`src/wpu_pkg.sv`:
```
// Purpose: Shared constants and types for the register write-protect unit
// Assumes: AXI4-Lite with 32-bit data, byte addresses are four times the register index
// Notes: Protected registers are 8 bits wide and sit in the low byte of their word
package wpu_pkg;

  // Bus geometry
  localparam int AXI_ADDR_W = 8;
  localparam int IDX_W = 6;
  localparam int REG_W = 8;

  // Write-protect control register
  localparam logic [IDX_W-1:0] WPC_IDX = 6'h0A;
  localparam logic [REG_W-1:0] WPC_RESET = 8'h00;
  localparam logic [REG_W-1:0] WPC_RW_MASK = 8'h7F;
  localparam int WPC_CLK_BIT = 0;
  localparam int WPC_MODE_BIT = 1;
  localparam int WPC_VOLT_BIT = 3;

  // Protected register indices, clock group first
  localparam logic [IDX_W-1:0] CLOCK_MODE_REG_A_IDX = 6'h10;
  localparam logic [IDX_W-1:0] CLOCK_MODE_REG_B_IDX = 6'h11;
  localparam logic [IDX_W-1:0] CLOCK_MODE_REG_C_IDX = 6'h12;
  localparam logic [IDX_W-1:0] OSC_STOP_DETECT_REG_IDX = 6'h13;
  localparam logic [IDX_W-1:0] HS_OSC_CTRL_A_IDX = 6'h14;
  localparam logic [IDX_W-1:0] HS_OSC_CTRL_B_IDX = 6'h15;
  localparam logic [IDX_W-1:0] HS_OSC_CTRL_C_IDX = 6'h16;
  localparam logic [IDX_W-1:0] HS_OSC_CTRL_D_IDX = 6'h17;
  localparam logic [IDX_W-1:0] PROCESSOR_MODE_REG_A_IDX = 6'h18;
  localparam logic [IDX_W-1:0] PROCESSOR_MODE_REG_B_IDX = 6'h19;
  localparam logic [IDX_W-1:0] REF_VOLTAGE_CTRL_IDX = 6'h1A;
  localparam logic [IDX_W-1:0] VOLT_DETECT_CTRL_IDX = 6'h1B;
  localparam logic [IDX_W-1:0] VOLT_DETECT_LEVEL_SEL_IDX = 6'h1C;
  localparam logic [IDX_W-1:0] VOLT_MONITOR_CTRL_A_IDX = 6'h1D;
  localparam logic [IDX_W-1:0] VOLT_MONITOR_CTRL_B_IDX = 6'h1E;
  localparam logic [IDX_W-1:0] VOLT_MONITOR_CTRL_C_IDX = 6'h1F;
  localparam int PROT_NUM = 16;
  localparam logic [REG_W-1:0] PROT_RESET = 8'h00;

  // AXI response codes
  localparam logic [1:0] RESP_OKAY = 2'h0;
  localparam logic [1:0] RESP_DECERR = 2'h3;

  // Protection group of a register index
  typedef enum logic [1:0] {
    WPU_GRP_NONE = 2'b00,
    WPU_GRP_CLK = 2'b01,
    WPU_GRP_MODE = 2'b10,
    WPU_GRP_VOLT = 2'b11
  } wpu_grp_t;

  // Group decode, shared by the write gate and the bus decoder
  function automatic wpu_grp_t wpu_group(input logic [IDX_W-1:0] idx);
    wpu_grp_t grp;
    grp = WPU_GRP_NONE;
    if (idx >= CLOCK_MODE_REG_A_IDX && idx <= HS_OSC_CTRL_D_IDX) begin
      grp = WPU_GRP_CLK;
    end else if (idx >= PROCESSOR_MODE_REG_A_IDX && idx <= PROCESSOR_MODE_REG_B_IDX) begin
      grp = WPU_GRP_MODE;
    end else if (idx >= REF_VOLTAGE_CTRL_IDX && idx <= VOLT_MONITOR_CTRL_C_IDX) begin
      grp = WPU_GRP_VOLT;
    end
    return grp;
  endfunction

endpackage

```
`src/wpu_bank_if.sv`:
```
// Purpose: Carrier between the bus front end and the protected register bank
// Assumes: One clock domain, write and read index in register-index units
// Notes: Read path is combinational through the bank
`timescale 1ns/100ps
interface wpu_bank_if;
  import wpu_pkg::*;
  logic wr_en;
  logic [IDX_W-1:0] wr_idx;
  logic [REG_W-1:0] wr_data;
  logic [IDX_W-1:0] rd_idx;
  logic [REG_W-1:0] rd_data;
  logic [2:0] grp_we;

  modport ctrl (output wr_en, wr_idx, wr_data, rd_idx, grp_we, input rd_data);
  modport bank (input wr_en, wr_idx, wr_data, rd_idx, grp_we, output rd_data);
endinterface

```
`src/wpu_bank.sv`:
```
// Purpose: Protected register bank with per-group write gating
// Assumes: Write requests arrive already decoded to a protected index
// Notes: Reads ignore the group enables entirely
`timescale 1ns/100ps
module wpu_bank #(
  parameter logic [wpu_pkg::REG_W-1:0] RESET_VAL = wpu_pkg::PROT_RESET
) (
  // Clock and reset
  input wire logic clk_i,
  input wire logic srst_i,
  // Front end
  wpu_bank_if.bank bus,
  // Register contents
  output logic [wpu_pkg::PROT_NUM*wpu_pkg::REG_W-1:0] regs_o
);
  import wpu_pkg::*;

  logic [REG_W-1:0] regs_ff [PROT_NUM];
  wpu_grp_t wr_grp;
  logic wr_allowed;
  logic [IDX_W-1:0] wr_rel;
  logic [IDX_W-1:0] rd_rel;

  // Gate each write by the enable of its own group
  assign wr_grp = wpu_group(bus.wr_idx);
  assign wr_allowed = (wr_grp == WPU_GRP_CLK && bus.grp_we[0]) ||
                      (wr_grp == WPU_GRP_MODE && bus.grp_we[1]) ||
                      (wr_grp == WPU_GRP_VOLT && bus.grp_we[2]);
  assign wr_rel = bus.wr_idx - CLOCK_MODE_REG_A_IDX;
  assign rd_rel = bus.rd_idx - CLOCK_MODE_REG_A_IDX;

  // Unprotected read, out of range reads give zero
  assign bus.rd_data = (wpu_group(bus.rd_idx) != WPU_GRP_NONE) ? regs_ff[rd_rel[3:0]] :
                       8'h00;

  // Blocked writes simply leave the word alone
  always_ff @(posedge clk_i) begin
    for (int i = 0; i < PROT_NUM; i++) begin
      if (srst_i) begin
        regs_ff[i] <= RESET_VAL;
      end else if (bus.wr_en && wr_allowed && wr_rel[3:0] == 4'(i)) begin
        regs_ff[i] <= bus.wr_data;
      end
    end
  end

  // Flatten for the protected consumers
  always_comb begin
    for (int i = 0; i < PROT_NUM; i++) begin
      regs_o[i*REG_W +: REG_W] = regs_ff[i];
    end
  end

endmodule // wpu_bank

```
`src/wpu_top.sv`:
```
// Purpose: Register write-protect unit, AXI4-Lite slave with protected bank
// Assumes: 20 MHz MCLK_I, synchronous active-high SRST_I, one write and one read at a time
// Notes: Only byte lane 0 carries register data; upper data bits read as zero
//
// Local design decision: the AXI4-Lite slave port.
`timescale 1ns/100ps
module wpu_top (
  // Clock and reset
  input wire logic MCLK_I,
  input wire logic SRST_I,
  // AXI4-Lite write address
  input wire logic S_AXI_AWVALID_I,
  output logic S_AXI_AWREADY_O,
  input wire logic [wpu_pkg::AXI_ADDR_W-1:0] S_AXI_AWADDR_I,
  input wire logic [2:0] S_AXI_AWPROT_I,
  // AXI4-Lite write data
  input wire logic S_AXI_WVALID_I,
  output logic S_AXI_WREADY_O,
  input wire logic [31:0] S_AXI_WDATA_I,
  input wire logic [3:0] S_AXI_WSTRB_I,
  // AXI4-Lite write response
  output logic S_AXI_BVALID_O,
  input wire logic S_AXI_BREADY_I,
  output logic [1:0] S_AXI_BRESP_O,
  // AXI4-Lite read address
  input wire logic S_AXI_ARVALID_I,
  output logic S_AXI_ARREADY_O,
  input wire logic [wpu_pkg::AXI_ADDR_W-1:0] S_AXI_ARADDR_I,
  input wire logic [2:0] S_AXI_ARPROT_I,
  // AXI4-Lite read data
  output logic S_AXI_RVALID_O,
  input wire logic S_AXI_RREADY_I,
  output logic [31:0] S_AXI_RDATA_O,
  output logic [1:0] S_AXI_RRESP_O,
  // Group enables and protected register contents
  output logic [2:0] GRP_WE_O,
  output logic [wpu_pkg::PROT_NUM*wpu_pkg::REG_W-1:0] PROT_REGS_O
);
  import wpu_pkg::*;

  wpu_bank_if bank_bus ();

  logic aw_held_ff;
  logic w_held_ff;
  logic bvalid_ff;
  logic rvalid_ff;
  logic [AXI_ADDR_W-1:0] awaddr_ff;
  logic [REG_W-1:0] wdata_ff;
  logic wlane0_ff;
  logic [1:0] bresp_ff;
  logic [1:0] rresp_ff;
  logic [31:0] rdata_ff;
  logic [REG_W-1:0] wpc_ff;
  logic [REG_W-1:0] nxt_wpc;

  // Write channels are taken independently until the response is out
  wire aw_take = S_AXI_AWVALID_I && S_AXI_AWREADY_O;
  wire w_take = S_AXI_WVALID_I && S_AXI_WREADY_O;
  wire aw_have = aw_held_ff || aw_take;
  wire w_have = w_held_ff || w_take;
  wire wr_fire = aw_have && w_have && !bvalid_ff;
  assign S_AXI_AWREADY_O = !aw_held_ff && !bvalid_ff;
  assign S_AXI_WREADY_O = !w_held_ff && !bvalid_ff;

  // Write decode from the held or the live channel
  wire [AXI_ADDR_W-1:0] wr_addr = aw_held_ff ? awaddr_ff : S_AXI_AWADDR_I;
  wire [REG_W-1:0] wr_byte = w_held_ff ? wdata_ff : S_AXI_WDATA_I[REG_W-1:0];
  wire wr_lane0 = w_held_ff ? wlane0_ff : S_AXI_WSTRB_I[0];
  wire [IDX_W-1:0] wr_idx = wr_addr[IDX_W+1:2];
  wire wr_is_wpc = (wr_idx == WPC_IDX);
  wire wr_is_prot = (wpu_group(wr_idx) != WPU_GRP_NONE);

  // Read decode
  wire ar_take = S_AXI_ARVALID_I && S_AXI_ARREADY_O;
  wire [IDX_W-1:0] rd_idx = S_AXI_ARADDR_I[IDX_W+1:2];
  wire rd_is_wpc = (rd_idx == WPC_IDX);
  wire rd_is_prot = (wpu_group(rd_idx) != WPU_GRP_NONE);
  wire [31:0] rd_word = rd_is_wpc ? {24'h000000, wpc_ff & WPC_RW_MASK} :
                        rd_is_prot ? {24'h000000, bank_bus.rd_data} :
                        32'h00000000;
  assign S_AXI_ARREADY_O = !rvalid_ff;

  // Only a software write or SRST_I moves the enables; nothing relocks them behind its back
  assign nxt_wpc = (wr_fire && wr_is_wpc && wr_lane0) ? (wr_byte & WPC_RW_MASK) : wpc_ff;

  // Feed the bank
  assign bank_bus.wr_en = wr_fire && wr_is_prot && wr_lane0;
  assign bank_bus.wr_idx = wr_idx;
  assign bank_bus.wr_data = wr_byte;
  assign bank_bus.rd_idx = rd_idx;
  assign bank_bus.grp_we = {wpc_ff[WPC_VOLT_BIT], wpc_ff[WPC_MODE_BIT], wpc_ff[WPC_CLK_BIT]};

  // Control register
  always_ff @(posedge MCLK_I) begin
    if (SRST_I) begin
      wpc_ff <= WPC_RESET;
    end else begin
      wpc_ff <= nxt_wpc;
    end
  end

  // Write channel holding and response
  always_ff @(posedge MCLK_I) begin
    if (SRST_I) begin
      aw_held_ff <= 1'b0;
      w_held_ff <= 1'b0;
      bvalid_ff <= 1'b0;
      bresp_ff <= RESP_OKAY;
      awaddr_ff <= '0;
      wdata_ff <= 8'h00;
      wlane0_ff <= 1'b0;
    end else begin
      aw_held_ff <= !wr_fire && aw_have;
      w_held_ff <= !wr_fire && w_have;
      if (aw_take) begin
        awaddr_ff <= S_AXI_AWADDR_I;
      end
      if (w_take) begin
        wdata_ff <= S_AXI_WDATA_I[REG_W-1:0];
        wlane0_ff <= S_AXI_WSTRB_I[0];
      end
      if (wr_fire) begin
        bvalid_ff <= 1'b1;
        bresp_ff <= (wr_is_wpc || wr_is_prot) ? RESP_OKAY : RESP_DECERR;
      end else if (S_AXI_BREADY_I) begin
        bvalid_ff <= 1'b0;
      end
    end
  end

  // Read response, data held until taken
  always_ff @(posedge MCLK_I) begin
    if (SRST_I) begin
      rvalid_ff <= 1'b0;
      rdata_ff <= 32'h00000000;
      rresp_ff <= RESP_OKAY;
    end else if (ar_take) begin
      rvalid_ff <= 1'b1;
      rdata_ff <= rd_word;
      rresp_ff <= (rd_is_wpc || rd_is_prot) ? RESP_OKAY : RESP_DECERR;
    end else if (S_AXI_RREADY_I) begin
      rvalid_ff <= 1'b0;
    end
  end

  assign S_AXI_BVALID_O = bvalid_ff;
  assign S_AXI_BRESP_O = bresp_ff;
  assign S_AXI_RVALID_O = rvalid_ff;
  assign S_AXI_RDATA_O = rdata_ff;
  assign S_AXI_RRESP_O = rresp_ff;
  assign GRP_WE_O = bank_bus.grp_we;

  // Protected bank, gated per group
  wpu_bank #(
    .RESET_VAL(PROT_RESET)
  ) u_bank (
    .clk_i(MCLK_I),
    .srst_i(SRST_I),
    .bus(bank_bus.bank),
    .regs_o(PROT_REGS_O)
  );

endmodule // wpu_top

```
`config.mk`:
```
export PLATFORM = sky130hd
export DESIGN_NAME = wpu_top
export DESIGN_NICKNAME = d
export VERILOG_FILES = /design/src/wpu_pkg.sv /design/src/wpu_bank_if.sv /design/src/wpu_bank.sv /design/src/wpu_top.sv
export SDC_FILE = /design/constraint.sdc
export NUM_CORES = 1
export LEC_CHECK = 0
export BUFFER_PORTS_ARGS = -buffer_cell sky130_fd_sc_hd__buf_2
export CORE_AREA = 2 2 145 147
export CTS_CLUSTER_DIAMETER = 100
export CTS_CLUSTER_SIZE = 20
export DETAILED_ROUTE_END_ITERATION = 10
export DIE_AREA = 0 0 147 149
export GPL_TIMING_DRIVEN = 0
export MAX_ROUTING_LAYER = met4
export PLACE_DENSITY = 0.68
export SYNTH_ARGS = -nofsm -noshare
export SYNTH_HDL_FRONTEND = slang
export SYNTH_SLANG_ARGS = --single-unit
export TNS_END_PERCENT = 50
```
`constraint.sdc`:
```
create_clock -name MCLK_I -period 3.75 [get_ports MCLK_I]
set_input_delay 0.9375 -clock MCLK_I [delete_from_list [all_inputs] [get_ports MCLK_I]]
set_output_delay 0.9375 -clock MCLK_I [all_outputs]
set_load 0.005 [all_outputs]
```
# [Word-level counts from Yosys, hierarchy flattened]
# Memory sizes are Yosys's and may differ from the RTL's.
# Index checks and enable logic that the tools add are counted.
# Widths: inputs -> output; s select.
[word_totals] ff_bits=64 in_bits=65 mem_bits_ro=0 latchBits=0 elab_cells=200 n_memories=1 mem_bits_rw=128
[classes] div=0 eq_ne=20 bitwise_logic=16 reduce_logical=55 n_mux=83 addsub=2 shift=0 n_lt_le_gt_ge=12 n_mul=0
[mem_list] memory="u_bank.regs_ff" depth=16 word_bits=8 read_ports=17 rd_clocked_by_memory_dff=0 write_ports=16 line="wpu_bank.sv:18" source="logic [REG_W-1:0] regs_ff [PROT_NUM];"
[op_table] cell="$mux 8" count=20
[op_table] cell="$mux 1" count=55
[op_table] cell="$logic_and 1x1->1" count=39
[op_table] cell="$ge 6x5->1 const B" count=6
[op_table] cell="$le 6x5->1 const B" count=6
[op_table] cell="$eq 4x4->1 const B" count=8
[op_table] cell="$eq 4x3->1 const B" count=4
[op_table] cell="$mux 2" count=8
[op_table] cell="$or 1x1->1" count=16
[op_table] cell="$eq 6x4->1 const B" count=2
[op_table] cell="$eq 4x2->1 const B" count=2
[op_table] cell="$reduce_bool 2->1" count=4
[op_table] cell="$sub 4x1->4 const B" count=2
[op_table] cell="$logic_or 1x1->1" count=6
[op_table] cell="$logic_not 1->1" count=5
[op_table] cell="$eq 2x2->1 const B" count=2
[op_table] cell="$eq 4x1->1 const B" count=1
[op_table] cell="$logic_not 4->1" count=1
[op_table] cell="$eq 2x1->1 const B" count=1

# [Logic depth before layout (Yosys ltp)]
# Gate-level depths: netlist of run 1.
[depth] word_depth=16 mapped_depth=9 mapped_depth_nobuf=5

# [By module]
# A second synthesis of run 1 with hierarchy kept.
[hier_totals] cells_unflattened=648 hier_area_um2=8194.1
[modules_own_cells] module="wpu_bank" n_inst=1 cells_per_inst=431 area_per_inst_um2=6276.0
[modules_own_cells] module="wpu_top" n_inst=1 cells_per_inst=217 area_per_inst_um2=1918.1

# [Least setup slack after synthesis of run 1]
# Ideal clock, no wire load.
[synth_path] path_type="input -> register" startpoint="input S_AXI_AWVALID_I" endpoint="memory u_bank.regs_ff[12][0], enable pin" cell_stages=6 required_ns=3.352 path_buffers=2 arrival_time_ns=2.929 slack_ns=0.423 cell_sequence="nor2_1 or3_1 buf_2 or3_1 buf_2 o41ai_1"
[synth_rtl] element="start, declared" line="wpu_top.sv:12" source="input wire logic S_AXI_AWVALID_I,"
[synth_rtl] element="end, declared" line="wpu_bank.sv:18"

==> results of run 1 <==
[stage by stage]
step                area (µm²)  worst slack (ns)  hold WS, ns  setup TNS, ns
floorplan                 8090             0.423        0.430              0
global placement          9310            -0.107        0.438          -1.44
detailed placement        9320           -0.0983        0.441         -0.989
CTS                       9900             0.353        0.456              0
global route              9910             0.146        0.472              0
finish                    9910             0.385        0.454              0
[worst max-delay path, stage by stage]
cell and delay (ns):
buf_2 0.08, nor2_1 0.04, or3_1 0.33, buf_2 0.16, nor3_4 0.46, nand2b_1 0.16
buf_2 0.23, o21ai_0 1.00
[synthesized netlist by cell type, types with 2 or more instances]
| cell type | n |
|---|---|
| o211ai_1 | 4 |
| edfxtp_1 | 128 |
| nor2_1 | 77 |
| buf_6 | 2 |
| clkbuf_1 | 24 |
| nor3_2 | 27 |
| dfxtp_1 | 36 |
| a21oi_1 | 27 |
| o21ai_1 | 5 |
| nor2b_1 | 5 |
| a31oi_1 | 6 |
| inv_1 | 6 |
| o21a_1 | 2 |
| or3_1 | 3 |
| o31ai_1 | 2 |
| o41ai_1 | 2 |
| o211ai_2 | 4 |
| mux2_2 | 11 |
| and3_1 | 6 |
| nand2b_1 | 9 |
| buf_1 | 2 |
| nand3b_1 | 2 |
| mux4_2 | 30 |
| buf_4 | 30 |
| mux2i_1 | 19 |
| nand3_1 | 12 |
| a22oi_1 | 2 |
| nor4_1 | 25 |
| nand2_1 | 49 |
| a221oi_1 | 3 |
| nor3b_1 | 5 |
| buf_2 | 26 |
| and2_1 | 3 |
| o21ai_0 | 12 |
| nor3_1 | 37 |
[final cells by class]
type	instances	area [µm²]
Fill cell	1882	10600
Sequential cell	164	4560
Multi-Input combinational cell	429	3030
Timing Repair Buffer	175	882
Buffer	84	475
Clock buffer	18	429
Tap cell	275	344
Clock inverter	14	150
Inverter	7	26.3
Antenna cell	2	5.00
[metal layers]
metal,share of wire,vias up,global-route usage
met4,0.016,0,0.0702
li1,-,2866,-
met1,0.40,3153,0.318
met5,0,-,-
met3,0.097,31,0.0590
met2,0.49,350,0.383
[power by group through the flow]
| stage | Combinational (mW) | Clock, mW | Sequential (mW) |
|---|---|---|---|
| 3_3_place_gp | 0.522 | 0 | 2.12 |
| 4_1_cts | 0.531 | 1.75 | 2.08 |
| 3_5_place_dp | 0.529 | 0 | 2.12 |
| 5_1_grt | 0.577 | 1.84 | 2.09 |
| 6_report | 0.538 | 1.75 | 2.08 |
| 2_1_floorplan | 0.320 | 0 | 2.10 |
[flip-flops by register name, indices dropped and copies added (netlist names)]
| signal | cells |
|---|---|
| wpc_ff | 7 |
| wdata_ff | 8 |
| S_AXI_BVALID_O | 1 |
| S_AXI_RVALID_O | 1 |
| wlane0_ff | 1 |
| S_AXI_RRESP_O | 1 |
| S_AXI_BRESP_O | 1 |
| aw_held_ff | 1 |
| awaddr_ff | 6 |
| S_AXI_RDATA_O | 8 |
| w_held_ff | 1 |
| u_bank.regs_ff | 128 |
[cells by family after synthesis]
logic type / share of synthesized area
compound gates: 0.0653
buf+inv: 0.0627
flops: 0.570
mux: 0.124
other cells: 0.000469
simple gates: 0.178
[worst paths after layout]
path | cells past startpoint | slack [ns] | start | to
worst max register to register | 7 | 0.49 | aw_held_ff | u_bank.regs_ff[7][0]
worst min register to register | 2 | 0.45 | wdata_ff[7] | wdata_ff[7]
worst max-delay path | 8 | 0.39 | S_AXI_AWVALID_I | u_bank.regs_ff[7][0]
worst min-delay path | 2 | 0.45 | wdata_ff[7] | wdata_ff[7]
==> metrics.md, run 1 <==
| Metric | Value |
|---|---|
| Status | finished, final reports clean |
| Via density per instance | 5.48 |
| DR DRC count | 0 |
| Port Buffers | 174 |
| Worst-path clk slew | 0.07 ns |
| Clock tree buffer depth | 2 |
| Fin cells | 1168 |
| Reg power frac | 0.476 |
| Final hold violations | 0 |
| Initial Utilization | 0.389 |
| Wire per inst | 22.1 µm |
| Area growth syn-to-layout | 23.8% |
| Leakage | 3.85 nW |
| Final min period | 3.36 ns |
| Die area | 21900 µm² |
| Worst setup SP type | input pin |
| Post-detail-place hpwl | 19500 µm |
| Synth top area share | 0.480 |
| Largest net degree at the start of global routing | 17 |
| FF+latch count, synth | 164 |
| Fraction of registers with async set/reset | 0 |
| RD Place Congestion | 0.950 |
| Achievable frequency | 297 MHz |
| Ys flop type | edfxtp_1 |
| Clock power frac | 0.401 |
| PD cells | 441 nW/µm² |
| Crit path DAT | 3.42 ns |
| Syn Std Cell Area | 8000 µm² |
| Post-CTS Setup Inserts | 0 |
| Hold buffer count at cts | 0 |
| Post-synthesis sequential area ratio | 0.570 |
| HP Class | reg2reg |
| Max-slew headroom | 0.150 |
| GRT Total Usage | 0.244 |
| Fin crit share | 0.897 |
| Slew @ Worst Pin | 1.26 ns |
| Total core area | 20600 µm² |
| Synthesis Warnings | 0 |
| Final nets | 943 |
| Logic pwr share | 0.123 |
| DRT iter0 DRCs | 633 |
| Post-Place Cells | 1134 |
| Die Y | 149 µm |
| Cell variety after synth | 53 |
| Resize count post-CTS | 0 |
| Grt total ovfl | 0 |
| Synth Area per Inst | 12.1 µm² |
| Total power | 4.37 mW |
| Slew Viols, Final | 0 |
| Fin util | 0.482 |
| Number of flops mapped to enable cells by yosys | 128 |
| Commonest cells after routing, fill and taps aside | buf_2 (200), edfxtp_1 (128), nor2_1 (77), nand2_1 (49), nor3_1 (37) |
| Post-Synthesis Cells | 661 |
| First-pass GRT wire length | 37600 µm |
| Top post-synthesis cells by area | edfxtp_1 (48%), dfxtp_1 (9.0%), mux4_2 (8.4%) |
| Worst endpoint required time | 3.81 ns |
| Row count | 53 |
| MaxCap Viol Count | 0 |
| Sw Pwr | 1.16 mW |
| Int Pwr | 3.20 mW |
| Post-Route Skew | 0.0101 ns |
| Final setup viols | 0 |
| RSZ-0062 raised after global routing | no |
| I/O pins | 237 |
| CP Max Fanout | 9 |
| H-tree levels | 4 |
| Clock latency on the worst-skew pair | 0.44 ns |
| Vias in the first global route | 5966 |
| CTS root buf | clkbuf_16 |
| TritonCTS Buffers | 17 |
| Leading cell type in the layout, fill and taps excluded | buf_2 |
| Router iterations before antenna repair | 5 |
| CTS Sinks | 164 |
| Share of cells above drive strength 1 | 0.385 |
| CTS tree | done |
| Routed wire length | 25800 µm |
| Antenna-violating nets left | 0 |
| Critical path type | in2reg |
| Initial antenna violation count | 2 |
| Area leader, netlist | edfxtp_1 |
| Peak supply drop | 0.368 mV |
| Die Span X | 147 µm |
| Worst Setup End Kind | flop |
| Sw frac | 0.266 |
| Vias | 6400 |
Note: power is estimated with default switching activity, not from simulation.
==> run 2, diff against run 1 <==
--- a/config.mk
+++ b/config.mk
@@ -6,11 +6,11 @@
 export NUM_CORES = 1
 export LEC_CHECK = 0
 export BUFFER_PORTS_ARGS = -buffer_cell sky130_fd_sc_hd__buf_2
-export CORE_AREA = 2 2 145 147
+export CORE_AREA = 2 2 130 164
 export CTS_CLUSTER_DIAMETER = 100
 export CTS_CLUSTER_SIZE = 20
 export DETAILED_ROUTE_END_ITERATION = 10
-export DIE_AREA = 0 0 147 149
+export DIE_AREA = 0 0 132 166
 export GPL_TIMING_DRIVEN = 0
 export MAX_ROUTING_LAYER = met4
 export PLACE_DENSITY = 0.68
==> run 2 against run 1 <==
Net effect:
- critical path depth unchanged
- utilization rose by 0.27 points
- hold slack better by 0.0010 ns
- register-to-register slack better by 0.09 ns
- maximum frequency increased by 1.6%
- non-clock buffer count up 1
- final cell count about the same
- total power is 0.36% lower
- via count is 1.2% higher
- critical endpoint is now u_bank.regs_ff[5][5]
==> metrics.md, run 2 (synthesis gave the netlist of run 1 again) <==
| Metric | Value |
|---|---|
| Achievable frequency | 302 MHz (was 297 MHz) |
| MaxCap Viol Count | 0 (unchanged) |
| Leading cell type in the layout, fill and taps excluded | buf_2 (unchanged) |
| Largest net degree at the start of global routing | 19 (was 17) |
| Area growth syn-to-layout | 23.8% (about the same) |
| Wire per inst | 22.3 µm (was 22.1 µm) |
| Router iterations before antenna repair | 5 (unchanged) |
| Fin util | 0.485 (was 0.482) |
| Clock latency on the worst-skew pair | 0.44 ns (about the same) |
| Peak supply drop | 0.323 mV (was 0.368 mV) |
| Leakage | 3.86 nW (was 3.85 nW) |
| Slew Viols, Final | 0 (unchanged) |
| Hold buffer count at cts | 0 (unchanged) |
| Vias in the first global route | 6461 (was 5966) |
| Initial Utilization | 0.391 (was 0.389) |
| Final min period | 3.31 ns (was 3.36 ns) |
| RD Place Congestion | 0.938 (was 0.950) |
| Row count | 59 (was 53) |
| Share of cells above drive strength 1 | 0.389 (was 0.385) |
| Antenna-violating nets left | 0 (unchanged) |
| Sw frac | 0.285 (was 0.266) |
| Die area | 21900 µm² (about the same) |
| Final nets | 944 (was 943) |
| Resize count post-CTS | 0 (unchanged) |
| DR DRC count | 0 (unchanged) |
| Worst-path clk slew | 0.07 ns (about the same) |
| GRT Total Usage | 0.246 (was 0.244) |
| Slew @ Worst Pin | 1.31 ns (was 1.26 ns) |
| Reg power frac | 0.477 (was 0.476) |
| Logic pwr share | 0.124 (was 0.123) |
| Clock power frac | 0.399 (was 0.401) |
| Grt total ovfl | 0 (unchanged) |
| Final hold violations | 0 (unchanged) |
| Via density per instance | 5.55 (was 5.48) |
| Commonest cells after routing, fill and taps aside | buf_2 (202), edfxtp_1 (128), nor2_1 (77), nand2_1 (49), nor3_1 (37) (was buf_2 (200), edfxtp_1 (128), nor2_1 (77), nand2_1 (49), nor3_1 (37)) |
| Port Buffers | 174 (unchanged) |
| Post-Route Skew | 0.0149 ns (was 0.0101 ns) |
| Initial antenna violation count | 0 (was 2) |
| Worst setup SP type | input pin (unchanged) |
| HP Class | reg2reg (unchanged) |
| RSZ-0062 raised after global routing | no (unchanged) |
| Worst endpoint required time | 3.80 ns (was 3.81 ns) |
| Post-detail-place hpwl | 19700 µm (was 19500 µm) |
| Fin crit share | 0.883 (was 0.897) |
| Routed wire length | 26100 µm (was 25800 µm) |
| CTS Sinks | 164 (unchanged) |
| Sw Pwr | 1.24 mW (was 1.16 mW) |
| Critical path type | in2reg (unchanged) |
| Die Y | 166 µm (was 149 µm) |
| CP Max Fanout | 9 (unchanged) |
| Max reg flops | 128 (unchanged) |
| Total power | 4.35 mW (was 4.37 mW) |
| Most flops, register | u_bank.regs_ff (unchanged) |
| CTS root buf | clkbuf_16 (unchanged) |
| Final worst setup slack | 0.439 ns (was 0.385 ns) |
| Vias | 6477 (was 6400) |
| Worst slack, placed | -0.0960 ns (was -0.0983 ns) |
| DRT iter0 DRCs | 548 (was 633) |
| TritonCTS Buffers | 17 (unchanged) |
| Status | finished, final reports clean (unchanged) |
| First-pass GRT wire length | 38700 µm (was 37600 µm) |
| Die Span X | 132 µm (was 147 µm) |
| CTS tree | done (unchanged) |
| Worst Setup End Kind | flop (unchanged) |
| H-tree levels | 4 (unchanged) |
| Final setup viols | 0 (unchanged) |
| Total core area | 20400 µm² (was 20600 µm²) |
| I/O pins | 237 (unchanged) |
| Max-slew headroom | 0.119 (was 0.150) |
| Post-CTS Setup Inserts | 0 (unchanged) |
| Int Pwr | 3.11 mW (was 3.20 mW) |
| Clock tree buffer depth | 2 (unchanged) |
| PD cells | 439 nW/µm² (was 441 nW/µm²) |
| Crit path DAT | 3.36 ns (was 3.42 ns) |
run 2: cell count changes in the layout (fill, tap and decap cells not counted), sizes merged:
cell           before  now
buf               234  236
bufinv              2    0
clkbuf             42   41
clkdlybuf4s15       1    0
clkinv              7    4
clkinvlp            2    1
diode               2    1
inv                10   17
run 2: path summary, 6_finish.rpt:
kind	cells past startpoint	start	end	slack, ns
worst min register to register	2	wpc_ff[2]	wpc_ff[2]	0.46
worst max register to register	7	aw_held_ff	u_bank.regs_ff[5][5]	0.58
worst min-delay path	2	wpc_ff[2]	wpc_ff[2]	0.46
worst max-delay path	8	S_AXI_AWVALID_I	u_bank.regs_ff[5][5]	0.44
run 2: cell type report:
class | instances | area (µm²)
fill | 1891 | 10500
clock buffer | 17 | 425
multi-input combinational | 429 | 3040
timing repair buffer | 176 | 881
tap | 274 | 343
clock inverter | 15 | 154
buffer | 84 | 475
sequential | 164 | 4560
inverter | 7 | 26.3
antenna | 1 | 2.50
run 2: critical path, cell delays in order:
cell      delay (ns)
buf_2           0.08
nor2_1          0.04
or3_1           0.33
buf_2           0.17
nor3_4          0.44
nand2b_1        0.11
buf_2           0.21
o21ai_0         1.03
run 2: metal layers:
metal / global-route usage / wire length [µm]
met1: 0.285 / 9650
met2: 0.401 / 12800
met3: 0.0595 / 2540
met4: 0.116 / 1080
met5: - / 0
run 2: power groups by stage:
stage	logic (mW)	registers (mW)	clock network, mW
2_1_floorplan	0.320	2.10	0
3_3_place_gp	0.525	2.11	0
3_5_place_dp	0.532	2.12	0
4_1_cts	0.535	2.07	1.74
5_1_grt	0.581	2.08	1.81
6_report	0.541	2.08	1.74
run 2: through the flow:
stage | cell area [µm²] | hold slack [ns] | setup TNS (ns) | std cells
after CTS | 9900 | 0.456 | 0 | 1164
after floorplan | 8090 | 0.430 | 0 | 684
after global routing | 9910 | 0.470 | 0 | 1166
final | 9910 | 0.455 | 0 | 1167
after detailed placement | 9320 | 0.447 | -1.40 | 1132
after global placement | 9300 | 0.439 | -2.75 | 1132
